## src/verilog/rtcpc_pkg.sv

```systemverilog
// Purpose: constants shared by the real-time counter and periodic timer
// Assumes: 32-bit apb, byte addresses, one word per register
// Notes:   all offsets, fields, reset values and counts live here
`default_nettype none
package rtcpc_pkg;
  // register byte offsets
  localparam logic [7:0] ADDR_COUNTER_CONTROL_A    = 8'h00;
  localparam logic [7:0] ADDR_STATUS   = 8'h04;
  localparam logic [7:0] ADDR_INTCTRL  = 8'h08;
  localparam logic [7:0] ADDR_INTERRUPT_FLAG_REGISTER = 8'h0c;
  localparam logic [7:0] ADDR_COUNT    = 8'h10;
  localparam logic [7:0] ADDR_PERIOD   = 8'h14;
  localparam logic [7:0] ADDR_COMPARE  = 8'h18;
  localparam logic [7:0] ADDR_EVCTRL   = 8'h1c;
  localparam logic [7:0] ADDR_PITCTRL  = 8'h20;
  localparam logic [7:0] ADDR_PITINTEN = 8'h24;
  localparam logic [7:0] ADDR_PITFLAGS = 8'h28;
  localparam logic [7:0] ADDR_OSCCTRL  = 8'h2c;
  localparam logic [7:0] ADDR_MCLKSTAT = 8'h30;
  localparam logic [7:0] ADDR_PROTECT  = 8'h34;
  // counter_control_a fields
  localparam int COUNTER_CONTROL_A_EN_BIT    = 0;
  localparam int COUNTER_CONTROL_A_PRESC_LSB = 3;
  localparam int COUNTER_CONTROL_A_STDBY_BIT = 7;
  // flag and enable positions (intctrl, interrupt_flag_register, evctrl)
  localparam int WRAP_BIT = 0;
  localparam int CMP_BIT  = 1;
  localparam int PITEV_BIT    = 2;
  localparam int EVSEL_LSB    = 4;
  // periodic_timer_control fields
  localparam int PIT_EN_BIT   = 0;
  localparam int PIT_CODE_LSB = 3;
  localparam logic [3:0] PIT_CODE_OFF  = 4'h0;
  localparam logic [3:0] PIT_CODE_RSVD = 4'hf;
  localparam logic [4:0] PIT_EV_BASE   = 5'h06;
  // crystal_osc_control fields
  localparam int OSC_EN_BIT    = 0;
  localparam int OSC_STDBY_BIT = 1;
  localparam int OSC_SEL_BIT   = 2;
  localparam int OSC_CRYSTAL_STARTUP_TIME_LSB  = 4;
  localparam int OSC_STABLE_BIT = 6;
  // reset values and counts
  localparam logic [15:0] PERIOD_RST  = 16'hffff;
  localparam logic [1:0]  SYNC_TICKS  = 2'h2;
  localparam logic [7:0]  PROT_KEY    = 8'hd8;
  localparam logic [2:0]  PROT_WIN    = 3'h4;
  localparam logic [16:0] STARTUP_MIN = 17'h00100;
  localparam int PRESC_W = 15;
  // busy index per synchronised register
  localparam int BUSY_COUNTER_CONTROL_A = 0;
  localparam int BUSY_CNT   = 1;
  localparam int BUSY_PER   = 2;
  localparam int BUSY_CMP   = 3;
endpackage
`default_nettype wire

```

## src/verilog/rtcpc_core_if.sv

```systemverilog
// Purpose: settings and events between register side and counter core
// Assumes: single clock, tick is a one-cycle enable
// Notes:   ctl drives settings, core returns count and event pulses
`default_nettype none
interface rtcpc_core_if;
  logic        tick;
  logic        rtc_en;
  logic        pit_en;
  logic        ev_pit_en;
  logic [3:0]  presc;
  logic [3:0]  pit_code;
  logic [2:0]  ev_code;
  logic [15:0] per;
  logic [15:0] cmp;
  logic        load;
  logic [15:0] load_val;
  logic [15:0] cnt;
  logic        ovf_p;
  logic        cmp_p;
  logic        pit_p;
  logic        pit_ev_p;
  modport ctl (output tick, rtc_en, pit_en, ev_pit_en, presc, pit_code,
               ev_code, per, cmp, load, load_val,
               input cnt, ovf_p, cmp_p, pit_p, pit_ev_p);
  modport core (input tick, rtc_en, pit_en, ev_pit_en, presc, pit_code,
                ev_code, per, cmp, load, load_val,
                output cnt, ovf_p, cmp_p, pit_p, pit_ev_p);
endinterface
`default_nettype wire

```

## src/verilog/rtcpc_core.sv

```systemverilog
// Purpose: shared prescaler, count register and periodic tap
// Assumes: tick is one cycle per low-speed clock period
// Notes:   event pulses are one system clock wide
`default_nettype none
module rtcpc_core
  import rtcpc_pkg::*;
(
  // clock and reset
  input  wire logic   ref_clk,
  input  wire logic   srst,
  // settings and events
  rtcpc_core_if.core  c
);
  logic [PRESC_W-1:0] presc_reg;
  logic [15:0]        cnt_reg;
  logic               run;
  logic               cnt_step;
  logic               pit_hit;
  logic               ev_hit;

  // ones in every bit below n
  function automatic logic [PRESC_W-1:0] low_mask(input logic [4:0] n);
    logic [15:0] m;
    m = (16'h0001 << n) - 16'h0001;
    return m[PRESC_W-1:0];
  endfunction

  assign run      = c.rtc_en | c.pit_en;
  assign cnt_step = c.tick & c.rtc_en &
                    ((presc_reg & low_mask({1'b0, c.presc})) ==
                     low_mask({1'b0, c.presc}));
  assign pit_hit  = c.tick & c.pit_en & (c.pit_code != PIT_CODE_OFF) &
                    (c.pit_code != PIT_CODE_RSVD) &
                    ((presc_reg & low_mask({1'b0, c.pit_code} + 5'h01)) ==
                     low_mask({1'b0, c.pit_code} + 5'h01));
  assign ev_hit   = c.tick & c.pit_en & c.ev_pit_en &
                    ((presc_reg & low_mask({2'b00, c.ev_code} + PIT_EV_BASE))
                     == low_mask({2'b00, c.ev_code} + PIT_EV_BASE));

  // shared prescaler
  always_ff @(posedge ref_clk)
  begin
    if (srst || !run)
      presc_reg <= '0;
    else if (c.tick)
      presc_reg <= presc_reg + 15'h0001;
  end

  // count register
  always_ff @(posedge ref_clk)
  begin
    if (srst)
      cnt_reg <= '0;
    else if (c.load)
      cnt_reg <= c.load_val;
    else if (cnt_step)
    begin
      if (cnt_reg == c.per)
        cnt_reg <= '0;
      else
        cnt_reg <= cnt_reg + 16'h0001;
    end
  end

  // event pulses
  always_ff @(posedge ref_clk)
  begin
    if (srst)
    begin
      c.ovf_p    <= 1'b0;
      c.cmp_p    <= 1'b0;
      c.pit_p    <= 1'b0;
      c.pit_ev_p <= 1'b0;
    end
    else
    begin
      c.ovf_p    <= cnt_step & (cnt_reg == c.per);
      c.cmp_p    <= cnt_step & (cnt_reg == c.cmp);
      c.pit_p    <= pit_hit;
      c.pit_ev_p <= ev_hit;
    end
  end

  assign c.cnt = cnt_reg;
endmodule // rtcpc_core
`default_nettype wire

```

## src/verilog/rtcpc_top.sv

```systemverilog
// Purpose: real-time counter, periodic timer and oscillator control
// Assumes: apb slave, low-speed clock sampled on osc_pin_one_i
// Notes:   apb answers on the second access cycle
//
// Behaviour
// - periodic timer enables apart from counter
// - count increments per tick, compared continuously
// - compare event after count equals compare
// - overflow event after count equals period
// - overflow wraps count to zero
// - timer interrupt every 4 to 32768 periods
// - timer events every 64 to 8192 periods
// - one shared prescaler; division sets tick
// - interval field selects prescaler bit
// - select and startup ignore writes while enabled or stable shown
// - enable takes pin two when select zero, freezes select and startup
// - enable bit writable only via protect key
// - stable shown only while oscillator requested
// - select zero means crystal, writable without key
// - select one takes clock on pin one
// - counter writes apply two ticks later, busy
// - interval code zero off, fifteen reserved
// - wrap flag clears on writing one
//
// The APB slave port and the address map were decided locally.
`default_nettype none
module rtcpc_top
  import rtcpc_pkg::*;
(
  // clock and reset
  input  wire logic        ref_clk,
  input  wire logic        srst,
  // apb slave
  input  wire logic        psel,
  input  wire logic        penable,
  input  wire logic        pwrite,
  input  wire logic [7:0]  paddr,
  input  wire logic [31:0] pwdata,
  output logic [31:0]      prdata,
  output logic             pready,
  output logic             pslverr,
  // oscillator pins
  input  wire logic        osc_pin_one_i,
  output logic             osc_pin_one_o,
  output logic             osc_pin_one_oe,
  input  wire logic        osc_pin_two_i,
  output logic             osc_pin_two_o,
  output logic             osc_pin_two_oe,
  // oscillator requested as main clock
  input  wire logic        mclk_req,
  // interrupt requests and events
  output logic             cnt_irq,
  output logic             pit_irq,
  output logic             ovf_event,
  output logic             cmp_event,
  output logic             pit_event
);
  rtcpc_core_if cif ();

  logic [7:0]  counter_control_a_reg;
  logic [7:0]  counter_control_a_act_reg;
  logic [1:0]  intctrl_reg;
  logic [1:0]  flags_reg;
  logic [15:0] per_act_reg;
  logic [15:0] cmp_act_reg;
  logic [7:0]  evctrl_reg;
  logic [7:0]  pitctrl_reg;
  logic        pit_ie_reg;
  logic        pit_flag_reg;
  logic        osc_en_reg;
  logic        osc_stdby_reg;
  logic        osc_sel_reg;
  logic [1:0]  osc_crystal_startup_time_reg;
  logic [2:0]  prot_cnt_reg;
  logic [15:0] shadow_reg [4];
  logic [3:0]  busy_reg;
  logic [1:0]  stage_reg [4];
  logic [3:0]  apply;
  logic        pin_s1_reg;
  logic        pin_s2_reg;
  logic        pin_s3_reg;
  logic        tick;
  logic [16:0] start_cnt_reg;
  logic        stable_raw_reg;
  logic        stable_s1_reg;
  logic        stable_s2_reg;
  logic        requested;
  logic        stable_vis;
  logic        wr;
  logic        rd_ph;
  logic [31:0] rd_next;
  logic        err_next;
  logic [3:0]  busy_wr;
  logic [16:0] startup_need;

  // apb phases
  assign wr    = psel & penable & pready & pwrite;
  assign rd_ph = psel & penable & ~pready;

  // apb answer on second access cycle
  always_ff @(posedge ref_clk)
  begin
    if (srst)
      pready <= 1'b0;
    else
      pready <= rd_ph;
  end

  // read decode
  always_comb
  begin
    rd_next  = '0;
    err_next = 1'b0;
    if (paddr == ADDR_COUNTER_CONTROL_A)
      rd_next[7:0] = counter_control_a_reg;
    else if (paddr == ADDR_STATUS)
      rd_next[3:0] = busy_reg;
    else if (paddr == ADDR_INTCTRL)
      rd_next[1:0] = intctrl_reg;
    else if (paddr == ADDR_INTERRUPT_FLAG_REGISTER)
      rd_next[1:0] = flags_reg;
    else if (paddr == ADDR_COUNT)
      rd_next[15:0] = cif.cnt;
    else if (paddr == ADDR_PERIOD)
      rd_next[15:0] = per_act_reg;
    else if (paddr == ADDR_COMPARE)
      rd_next[15:0] = cmp_act_reg;
    else if (paddr == ADDR_EVCTRL)
      rd_next[7:0] = evctrl_reg;
    else if (paddr == ADDR_PITCTRL)
      rd_next[7:0] = pitctrl_reg;
    else if (paddr == ADDR_PITINTEN)
      rd_next[0] = pit_ie_reg;
    else if (paddr == ADDR_PITFLAGS)
      rd_next[0] = pit_flag_reg;
    else if (paddr == ADDR_OSCCTRL)
    begin
      rd_next[OSC_EN_BIT]    = osc_en_reg;
      rd_next[OSC_STDBY_BIT] = osc_stdby_reg;
      rd_next[OSC_SEL_BIT]   = osc_sel_reg;
      rd_next[OSC_CRYSTAL_STARTUP_TIME_LSB +: 2] = osc_crystal_startup_time_reg;
    end
    else if (paddr == ADDR_MCLKSTAT)
      rd_next[OSC_STABLE_BIT] = stable_vis;
    else if (paddr == ADDR_PROTECT)
      rd_next[2:0] = prot_cnt_reg;
    else
      err_next = 1'b1;
  end

  // read data and error
  always_ff @(posedge ref_clk)
  begin
    if (srst)
    begin
      prdata  <= '0;
      pslverr <= 1'b0;
    end
    else if (rd_ph)
    begin
      prdata  <= pwrite ? 32'h0000_0000 : rd_next;
      pslverr <= err_next;
    end
    else
    begin
      prdata  <= '0;
      pslverr <= 1'b0;
    end
  end

  // plain control registers
  always_ff @(posedge ref_clk)
  begin
    if (srst)
    begin
      intctrl_reg <= '0;
      evctrl_reg  <= '0;
      pitctrl_reg <= '0;
      pit_ie_reg  <= 1'b0;
    end
    else if (wr)
    begin
      if (paddr == ADDR_INTCTRL)
        intctrl_reg <= pwdata[1:0];
      else if (paddr == ADDR_EVCTRL)
        evctrl_reg <= pwdata[7:0];
      else if (paddr == ADDR_PITCTRL)
        pitctrl_reg <= pwdata[7:0];
      else if (paddr == ADDR_PITINTEN)
        pit_ie_reg <= pwdata[0];
    end
  end

  // writes that cross into the counter clock
  always_comb
  begin
    busy_wr = '0;
    if (wr)
    begin
      if (paddr == ADDR_COUNTER_CONTROL_A)
        busy_wr[BUSY_COUNTER_CONTROL_A] = 1'b1;
      else if (paddr == ADDR_COUNT)
        busy_wr[BUSY_CNT] = 1'b1;
      else if (paddr == ADDR_PERIOD)
        busy_wr[BUSY_PER] = 1'b1;
      else if (paddr == ADDR_COMPARE)
        busy_wr[BUSY_CMP] = 1'b1;
    end
  end

  // shadow, busy and two-tick delay per register
  genvar gi;
  generate
    for (gi = 0; gi < 4; gi++)
    begin : g_sync
      assign apply[gi] = busy_reg[gi] & tick &
                         (stage_reg[gi] == SYNC_TICKS - 2'h1);
      always_ff @(posedge ref_clk)
      begin
        if (srst)
        begin
          busy_reg[gi]   <= 1'b0;
          stage_reg[gi]  <= '0;
          shadow_reg[gi] <= '0;
        end
        else if (busy_wr[gi])
        begin
          busy_reg[gi]   <= 1'b1;
          stage_reg[gi]  <= '0;
          shadow_reg[gi] <= pwdata[15:0];
        end
        else if (apply[gi])
          busy_reg[gi] <= 1'b0;
        else if (busy_reg[gi] && tick)
          stage_reg[gi] <= stage_reg[gi] + 2'h1;
      end
    end
  endgenerate

  // written control a and active copies
  always_ff @(posedge ref_clk)
  begin
    if (srst)
    begin
      counter_control_a_reg     <= '0;
      counter_control_a_act_reg <= '0;
      per_act_reg   <= PERIOD_RST;
      cmp_act_reg   <= '0;
    end
    else
    begin
      if (busy_wr[BUSY_COUNTER_CONTROL_A])
        counter_control_a_reg <= pwdata[7:0];
      if (apply[BUSY_COUNTER_CONTROL_A])
        counter_control_a_act_reg <= shadow_reg[BUSY_COUNTER_CONTROL_A][7:0];
      if (apply[BUSY_PER])
        per_act_reg <= shadow_reg[BUSY_PER];
      if (apply[BUSY_CMP])
        cmp_act_reg <= shadow_reg[BUSY_CMP];
    end
  end

  // counter flags, set wins over clear
  always_ff @(posedge ref_clk)
  begin
    if (srst)
    begin
      flags_reg    <= '0;
      pit_flag_reg <= 1'b0;
    end
    else
    begin
      for (int i = 0; i < 2; i++)
      begin
        if ((i == WRAP_BIT) ? cif.ovf_p : cif.cmp_p)
          flags_reg[i] <= 1'b1;
        else if (wr && paddr == ADDR_INTERRUPT_FLAG_REGISTER && pwdata[i])
          flags_reg[i] <= 1'b0;
      end
      if (cif.pit_p)
        pit_flag_reg <= 1'b1;
      else if (wr && paddr == ADDR_PITFLAGS && pwdata[0])
        pit_flag_reg <= 1'b0;
    end
  end

  // interrupt and event outputs
  always_ff @(posedge ref_clk)
  begin
    if (srst)
    begin
      cnt_irq   <= 1'b0;
      pit_irq   <= 1'b0;
      ovf_event <= 1'b0;
      cmp_event <= 1'b0;
      pit_event <= 1'b0;
    end
    else
    begin
      cnt_irq   <= |(flags_reg & intctrl_reg);
      pit_irq   <= pit_flag_reg & pit_ie_reg;
      ovf_event <= cif.ovf_p & evctrl_reg[WRAP_BIT];
      cmp_event <= cif.cmp_p & evctrl_reg[CMP_BIT];
      pit_event <= cif.pit_ev_p;
    end
  end

  // protect key opens a short window for the enable bit
  always_ff @(posedge ref_clk)
  begin
    if (srst)
      prot_cnt_reg <= '0;
    else if (wr && paddr == ADDR_PROTECT && pwdata[7:0] == PROT_KEY)
      prot_cnt_reg <= PROT_WIN;
    else if (wr && paddr == ADDR_OSCCTRL)
      prot_cnt_reg <= '0;
    else if (prot_cnt_reg != 3'h0)
      prot_cnt_reg <= prot_cnt_reg - 3'h1;
  end

  // oscillator control
  always_ff @(posedge ref_clk)
  begin
    if (srst)
    begin
      osc_en_reg    <= 1'b0;
      osc_stdby_reg <= 1'b0;
      osc_sel_reg   <= 1'b0;
      osc_crystal_startup_time_reg  <= '0;
    end
    else if (wr && paddr == ADDR_OSCCTRL)
    begin
      osc_stdby_reg <= pwdata[OSC_STDBY_BIT];
      if (prot_cnt_reg != 3'h0)
        osc_en_reg <= pwdata[OSC_EN_BIT];
      if (!osc_en_reg && !stable_vis)
      begin
        osc_sel_reg  <= pwdata[OSC_SEL_BIT];
        osc_crystal_startup_time_reg <= pwdata[OSC_CRYSTAL_STARTUP_TIME_LSB +: 2];
      end
    end
  end

  // pin one sampler; first stage feeds only the second
  always_ff @(posedge ref_clk)
  begin
    if (srst)
    begin
      pin_s1_reg <= 1'b0;
      pin_s2_reg <= 1'b0;
      pin_s3_reg <= 1'b0;
    end
    else
    begin
      pin_s1_reg <= osc_pin_one_i;
      pin_s2_reg <= pin_s1_reg;
      pin_s3_reg <= pin_s2_reg;
    end
  end

  assign tick = osc_en_reg & pin_s2_reg & ~pin_s3_reg;

  // pin two taken over while enabled with select zero; pin one never driven
  always_ff @(posedge ref_clk)
  begin
    if (srst)
    begin
      osc_pin_one_o  <= 1'b0;
      osc_pin_one_oe <= 1'b0;
      osc_pin_two_o  <= 1'b0;
      osc_pin_two_oe <= 1'b0;
    end
    else
    begin
      osc_pin_one_o  <= 1'b0;
      osc_pin_one_oe <= 1'b0;
      osc_pin_two_o  <= ~pin_s2_reg & osc_en_reg & ~osc_sel_reg;
      osc_pin_two_oe <= osc_en_reg & ~osc_sel_reg;
    end
  end

  // start-up count of low-speed edges
  assign startup_need = STARTUP_MIN << {osc_crystal_startup_time_reg, 1'b0};

  always_ff @(posedge ref_clk)
  begin
    if (srst || !osc_en_reg)
    begin
      start_cnt_reg  <= '0;
      stable_raw_reg <= 1'b0;
    end
    else if (tick && !stable_raw_reg)
    begin
      start_cnt_reg <= start_cnt_reg + 17'h00001;
      if (start_cnt_reg + 17'h00001 >= startup_need)
        stable_raw_reg <= 1'b1;
    end
  end

  // stable flag synchroniser
  always_ff @(posedge ref_clk)
  begin
    if (srst)
    begin
      stable_s1_reg <= 1'b0;
      stable_s2_reg <= 1'b0;
    end
    else
    begin
      stable_s1_reg <= stable_raw_reg;
      stable_s2_reg <= stable_s1_reg;
    end
  end

  assign requested  = mclk_req | counter_control_a_act_reg[COUNTER_CONTROL_A_EN_BIT] |
                      pitctrl_reg[PIT_EN_BIT];
  assign stable_vis = stable_s2_reg & requested;

  // core settings
  assign cif.tick      = tick;
  assign cif.rtc_en    = counter_control_a_act_reg[COUNTER_CONTROL_A_EN_BIT];
  assign cif.pit_en    = pitctrl_reg[PIT_EN_BIT];
  assign cif.ev_pit_en = evctrl_reg[PITEV_BIT];
  assign cif.presc     = counter_control_a_act_reg[COUNTER_CONTROL_A_PRESC_LSB +: 4];
  assign cif.pit_code  = pitctrl_reg[PIT_CODE_LSB +: 4];
  assign cif.ev_code   = evctrl_reg[EVSEL_LSB +: 3];
  assign cif.per       = per_act_reg;
  assign cif.cmp       = cmp_act_reg;
  assign cif.load      = apply[BUSY_CNT];
  assign cif.load_val  = shadow_reg[BUSY_CNT];

  rtcpc_core u_core (
    .ref_clk (ref_clk),
    .srst    (srst),
    .c       (cif)
  );
endmodule // rtcpc_top
`default_nettype wire

```

## config.mk

```make
export PLATFORM = sky130hd
export DESIGN_NAME = rtcpc_top
export DESIGN_NICKNAME = d
export VERILOG_FILES = /design/src/verilog/rtcpc_pkg.sv /design/src/verilog/rtcpc_core_if.sv /design/src/verilog/rtcpc_core.sv /design/src/verilog/rtcpc_top.sv
export SDC_FILE = /design/constraint.sdc
export NUM_CORES = 1
export LEC_CHECK = 0
export BUFFER_PORTS_ARGS = -buffer_cell sky130_fd_sc_hd__buf_2
export CAP_MARGIN = 20
export CORE_MARGIN = 10
export CORE_UTILIZATION = 55
export CTS_CLUSTER_DIAMETER = 120
export DETAILED_ROUTE_END_ITERATION = 6
export GPL_TIMING_DRIVEN = 1
export PLACE_DENSITY = 0.75
export SETUP_SLACK_MARGIN = 0.2
export SLEW_MARGIN = 30
export SYNTH_ARGS = -nofsm -noshare
export SYNTH_HDL_FRONTEND = slang
export SYNTH_SLANG_ARGS = --single-unit
```

## constraint.sdc

```tcl
create_clock -name ref_clk -period 3.77 [get_ports ref_clk]
set_input_delay 1.131 -clock ref_clk [delete_from_list [all_inputs] [get_ports ref_clk]]
set_output_delay 1.131 -clock ref_clk [all_outputs]
set_load 0.02 [all_outputs]
```

==> results.tsv <==
metric	value	unit
dieArea	26230	µm²
cpPeakStageDelay	500	ps
fp-row-count	51	
crit_type	reg -> reg	
final_antenna_net_count	0	
placed_cell_area	11470	µm²
drc_errors	0	
fmax	311.9	MHz
start_util	56.39	%
first_pass_iters	6	
async_reset_ff_share	0	%
period_needed	3207	ps
finalMaxSlewViolations	0	
seqPwrFrac	48.6	%
synth_cells	1234	
layout.nets	1325	
overflow	0	
clock_latency	520	ps
required	4220	ps
cts_tree	built	
cap_violations	0	
die_w	161.9	µm
yosys_warnings	0	
power_density	427.3	nW/µm²
grt_max_degree	36	
core	19650	µm²
ys_types	79	
cts_hold_buf	0	
critPathSlowestCell	a2111oi_2	
fin_setup_tns	0	ps
setup_violations	0	
swShare	22.96	%
grt_pass1_vias	8683	
synth-seq-cells	223	
power.total	5252	µW
use_met1	30.32	%
num_vias	9147	
status	complete, no violations	
fin_area	12290	µm²
end_kind	flop	
start_kind	flop	
clkPwrFrac	45.7	%
setup_slack	563.3	ps
ir_worst_vdd	0.5108	mV
h-tree-depth	1	
cts-root-buf	clkbuf_16	
routabilityCongestion	0.9714	
gr-usage-met2	34.74	%
critPathArrivalTime	3650	ps
grt_pass1_wl	47180	µm
place_worst_setup_slack	574.2	ps
yosysTopAreaCellShare	29.26	%
min_period_over_period	85.06	%
power_frac_comb	5.6	%
slew_headroom	40.78	%
skew	9.392	ps
area_delta_synth_final	10.91	%
timing.hold.worst.class	reg -> reg	
synth_area_leaders	dfxtp_1 (29%), edfxtp_1 (17%), nand2_1 (5.4%)	
crit_chain	nor3_1, nand2_1, ha_1, xor2_1, a2111oi_2, nand4_2, buf_4, or3_1, a31oi_1	
grt_use_met3	3.969	%
worst-path-max-fanout	15	
avgRoutedWirePerCell	19.16	µm
hpwlAfterDp	20760	µm
routed_wirelength	29500	µm
cts_buffers	24	
port_buffers	55	
die_y	161.9	µm
clk_path_buf_depth	3	
synth_edf_count	61	
yosysTopAreaCell	dfxtp_1	
drtIter0Drc	861	
grt-busiest-layer	met2	
synth-seq-area-share	45.79	%
path_buf_inv	1	
clkSinkCount	223	
synth_most_common_cell	dfxtp_1	
post_cts_resized	0	
syn-cell-area	11080	µm²
antenna_found_initial	2	
finalHoldViolCount	0	
total_leakage_power	0.004821	µW
largest_register_ffs	53	
syn_avg_cell_area	8.980	µm²
critPathTopFamily	simple AND/OR/NAND/NOR gates	
path_clk_slew	60	ps
num_io_pins	91	
worstMarginPinSlew	876.0	ps
synthFlopType	dfxtp_1	
p_sw	1206	µW
rsz0062_at_grt	no	
post-cts-setup-buffers	0	
internal_power	4046	µW
synth_common_cells	dfxtp_1 (162), nand2_1 (160), nor2_1 (113)	
routed_via_density	5.940	
drive_gt1_share	11.00	%
grt_usage	22.01	%
worst paths after layout:
path	startpoint	end	slack, ps	cells past startpoint
max	counter_control_a_act_reg[4]	u_core.c.cnt[0]	560	9
min	stable_s1_reg	stable_s2_reg	440	1
max reg2reg	counter_control_a_act_reg[4]	u_core.c.cnt[0]	560	9
min reg2reg	stable_s1_reg	stable_s2_reg	440	1
worst register-to-register path, cell delays in order, from the launching register on:
cell and delay, ps:
dfxtp_1 420, nor3_1 360, nand2_1 100, ha_1 290, xor2_1 200, a2111oi_2 500
nand4_2 430, buf_4 340, or3_1 320, a31oi_1 170
cell usage in the layout (no fill, tap or decap), drive strengths merged, types with 23 or more instances in the layout:
master,instances
and2,24
a21oi,60
nand3,52
and3,47
nor2,114
a22oi,23
o21ai,29
inv,24
dfxtp,162
buf,83
edfxtp,61
nor4,27
clkbuf,29
xor2,41
mux2i,32
nand4,24
xnor2,31
nand2,160
o211ai,25
kinds of logic (layout without fill, tap and decap cells):
family,count (synthesis),count (layout),synth area share [%]
and+or+nand+nor,541,541,24.59
DFF,223,223,45.79
AOI/OAI and AO/OA,209,209,12.68
buffers and inverters,129,151,5.307
xor gates and xnor gates,72,72,5.690
muxes,35,35,3.297
adders and majority gates,23,23,2.574
other,2,21,0.06777
metal layers:
layer / share of wire [%] / routed length [µm]
met5: 0 / 0
met4: 2.3 / 671
met3: 8.2 / 2423
met2: 46 / 13510
met1: 44 / 12900
metrics by stage:
step / std cells / hold slack [ps] / util (%)
final: 1540 / 437.4 / 62.54
after global routing: 1539 / 457.1 / 62.52
after detailed placement: 1494 / 426.4 / 58.37
after floorplan: 1251 / 404.2 / -
after CTS: 1538 / 439.9 / 62.49
after global placement: 1494 / 416.3 / 58.37
power groups by stage:
stage | sequential [µW] | clock (µW) | combinational (µW)
2_1_floorplan | 2570 | 0 | 235
3_3_place_gp | 2600 | 0 | 285
3_5_place_dp | 2600 | 0 | 291
4_1_cts | 2550 | 2430 | 291
5_1_grt | 2560 | 2520 | 327
6_report | 2560 | 2400 | 295
cell type report:
class                   instances  area [µm²]
diodes                          2       5.005
clock buffers                  29       650.6
clock inverters                15       160.2
fillers                      1725        7363
inverters                      24       90.09
multi-input cells             899        5493
flip-flops and latches        223        5075
well taps                     265       331.6
repair buffers                 83       485.5
Note: power is estimated with default switching activity, not from simulation.
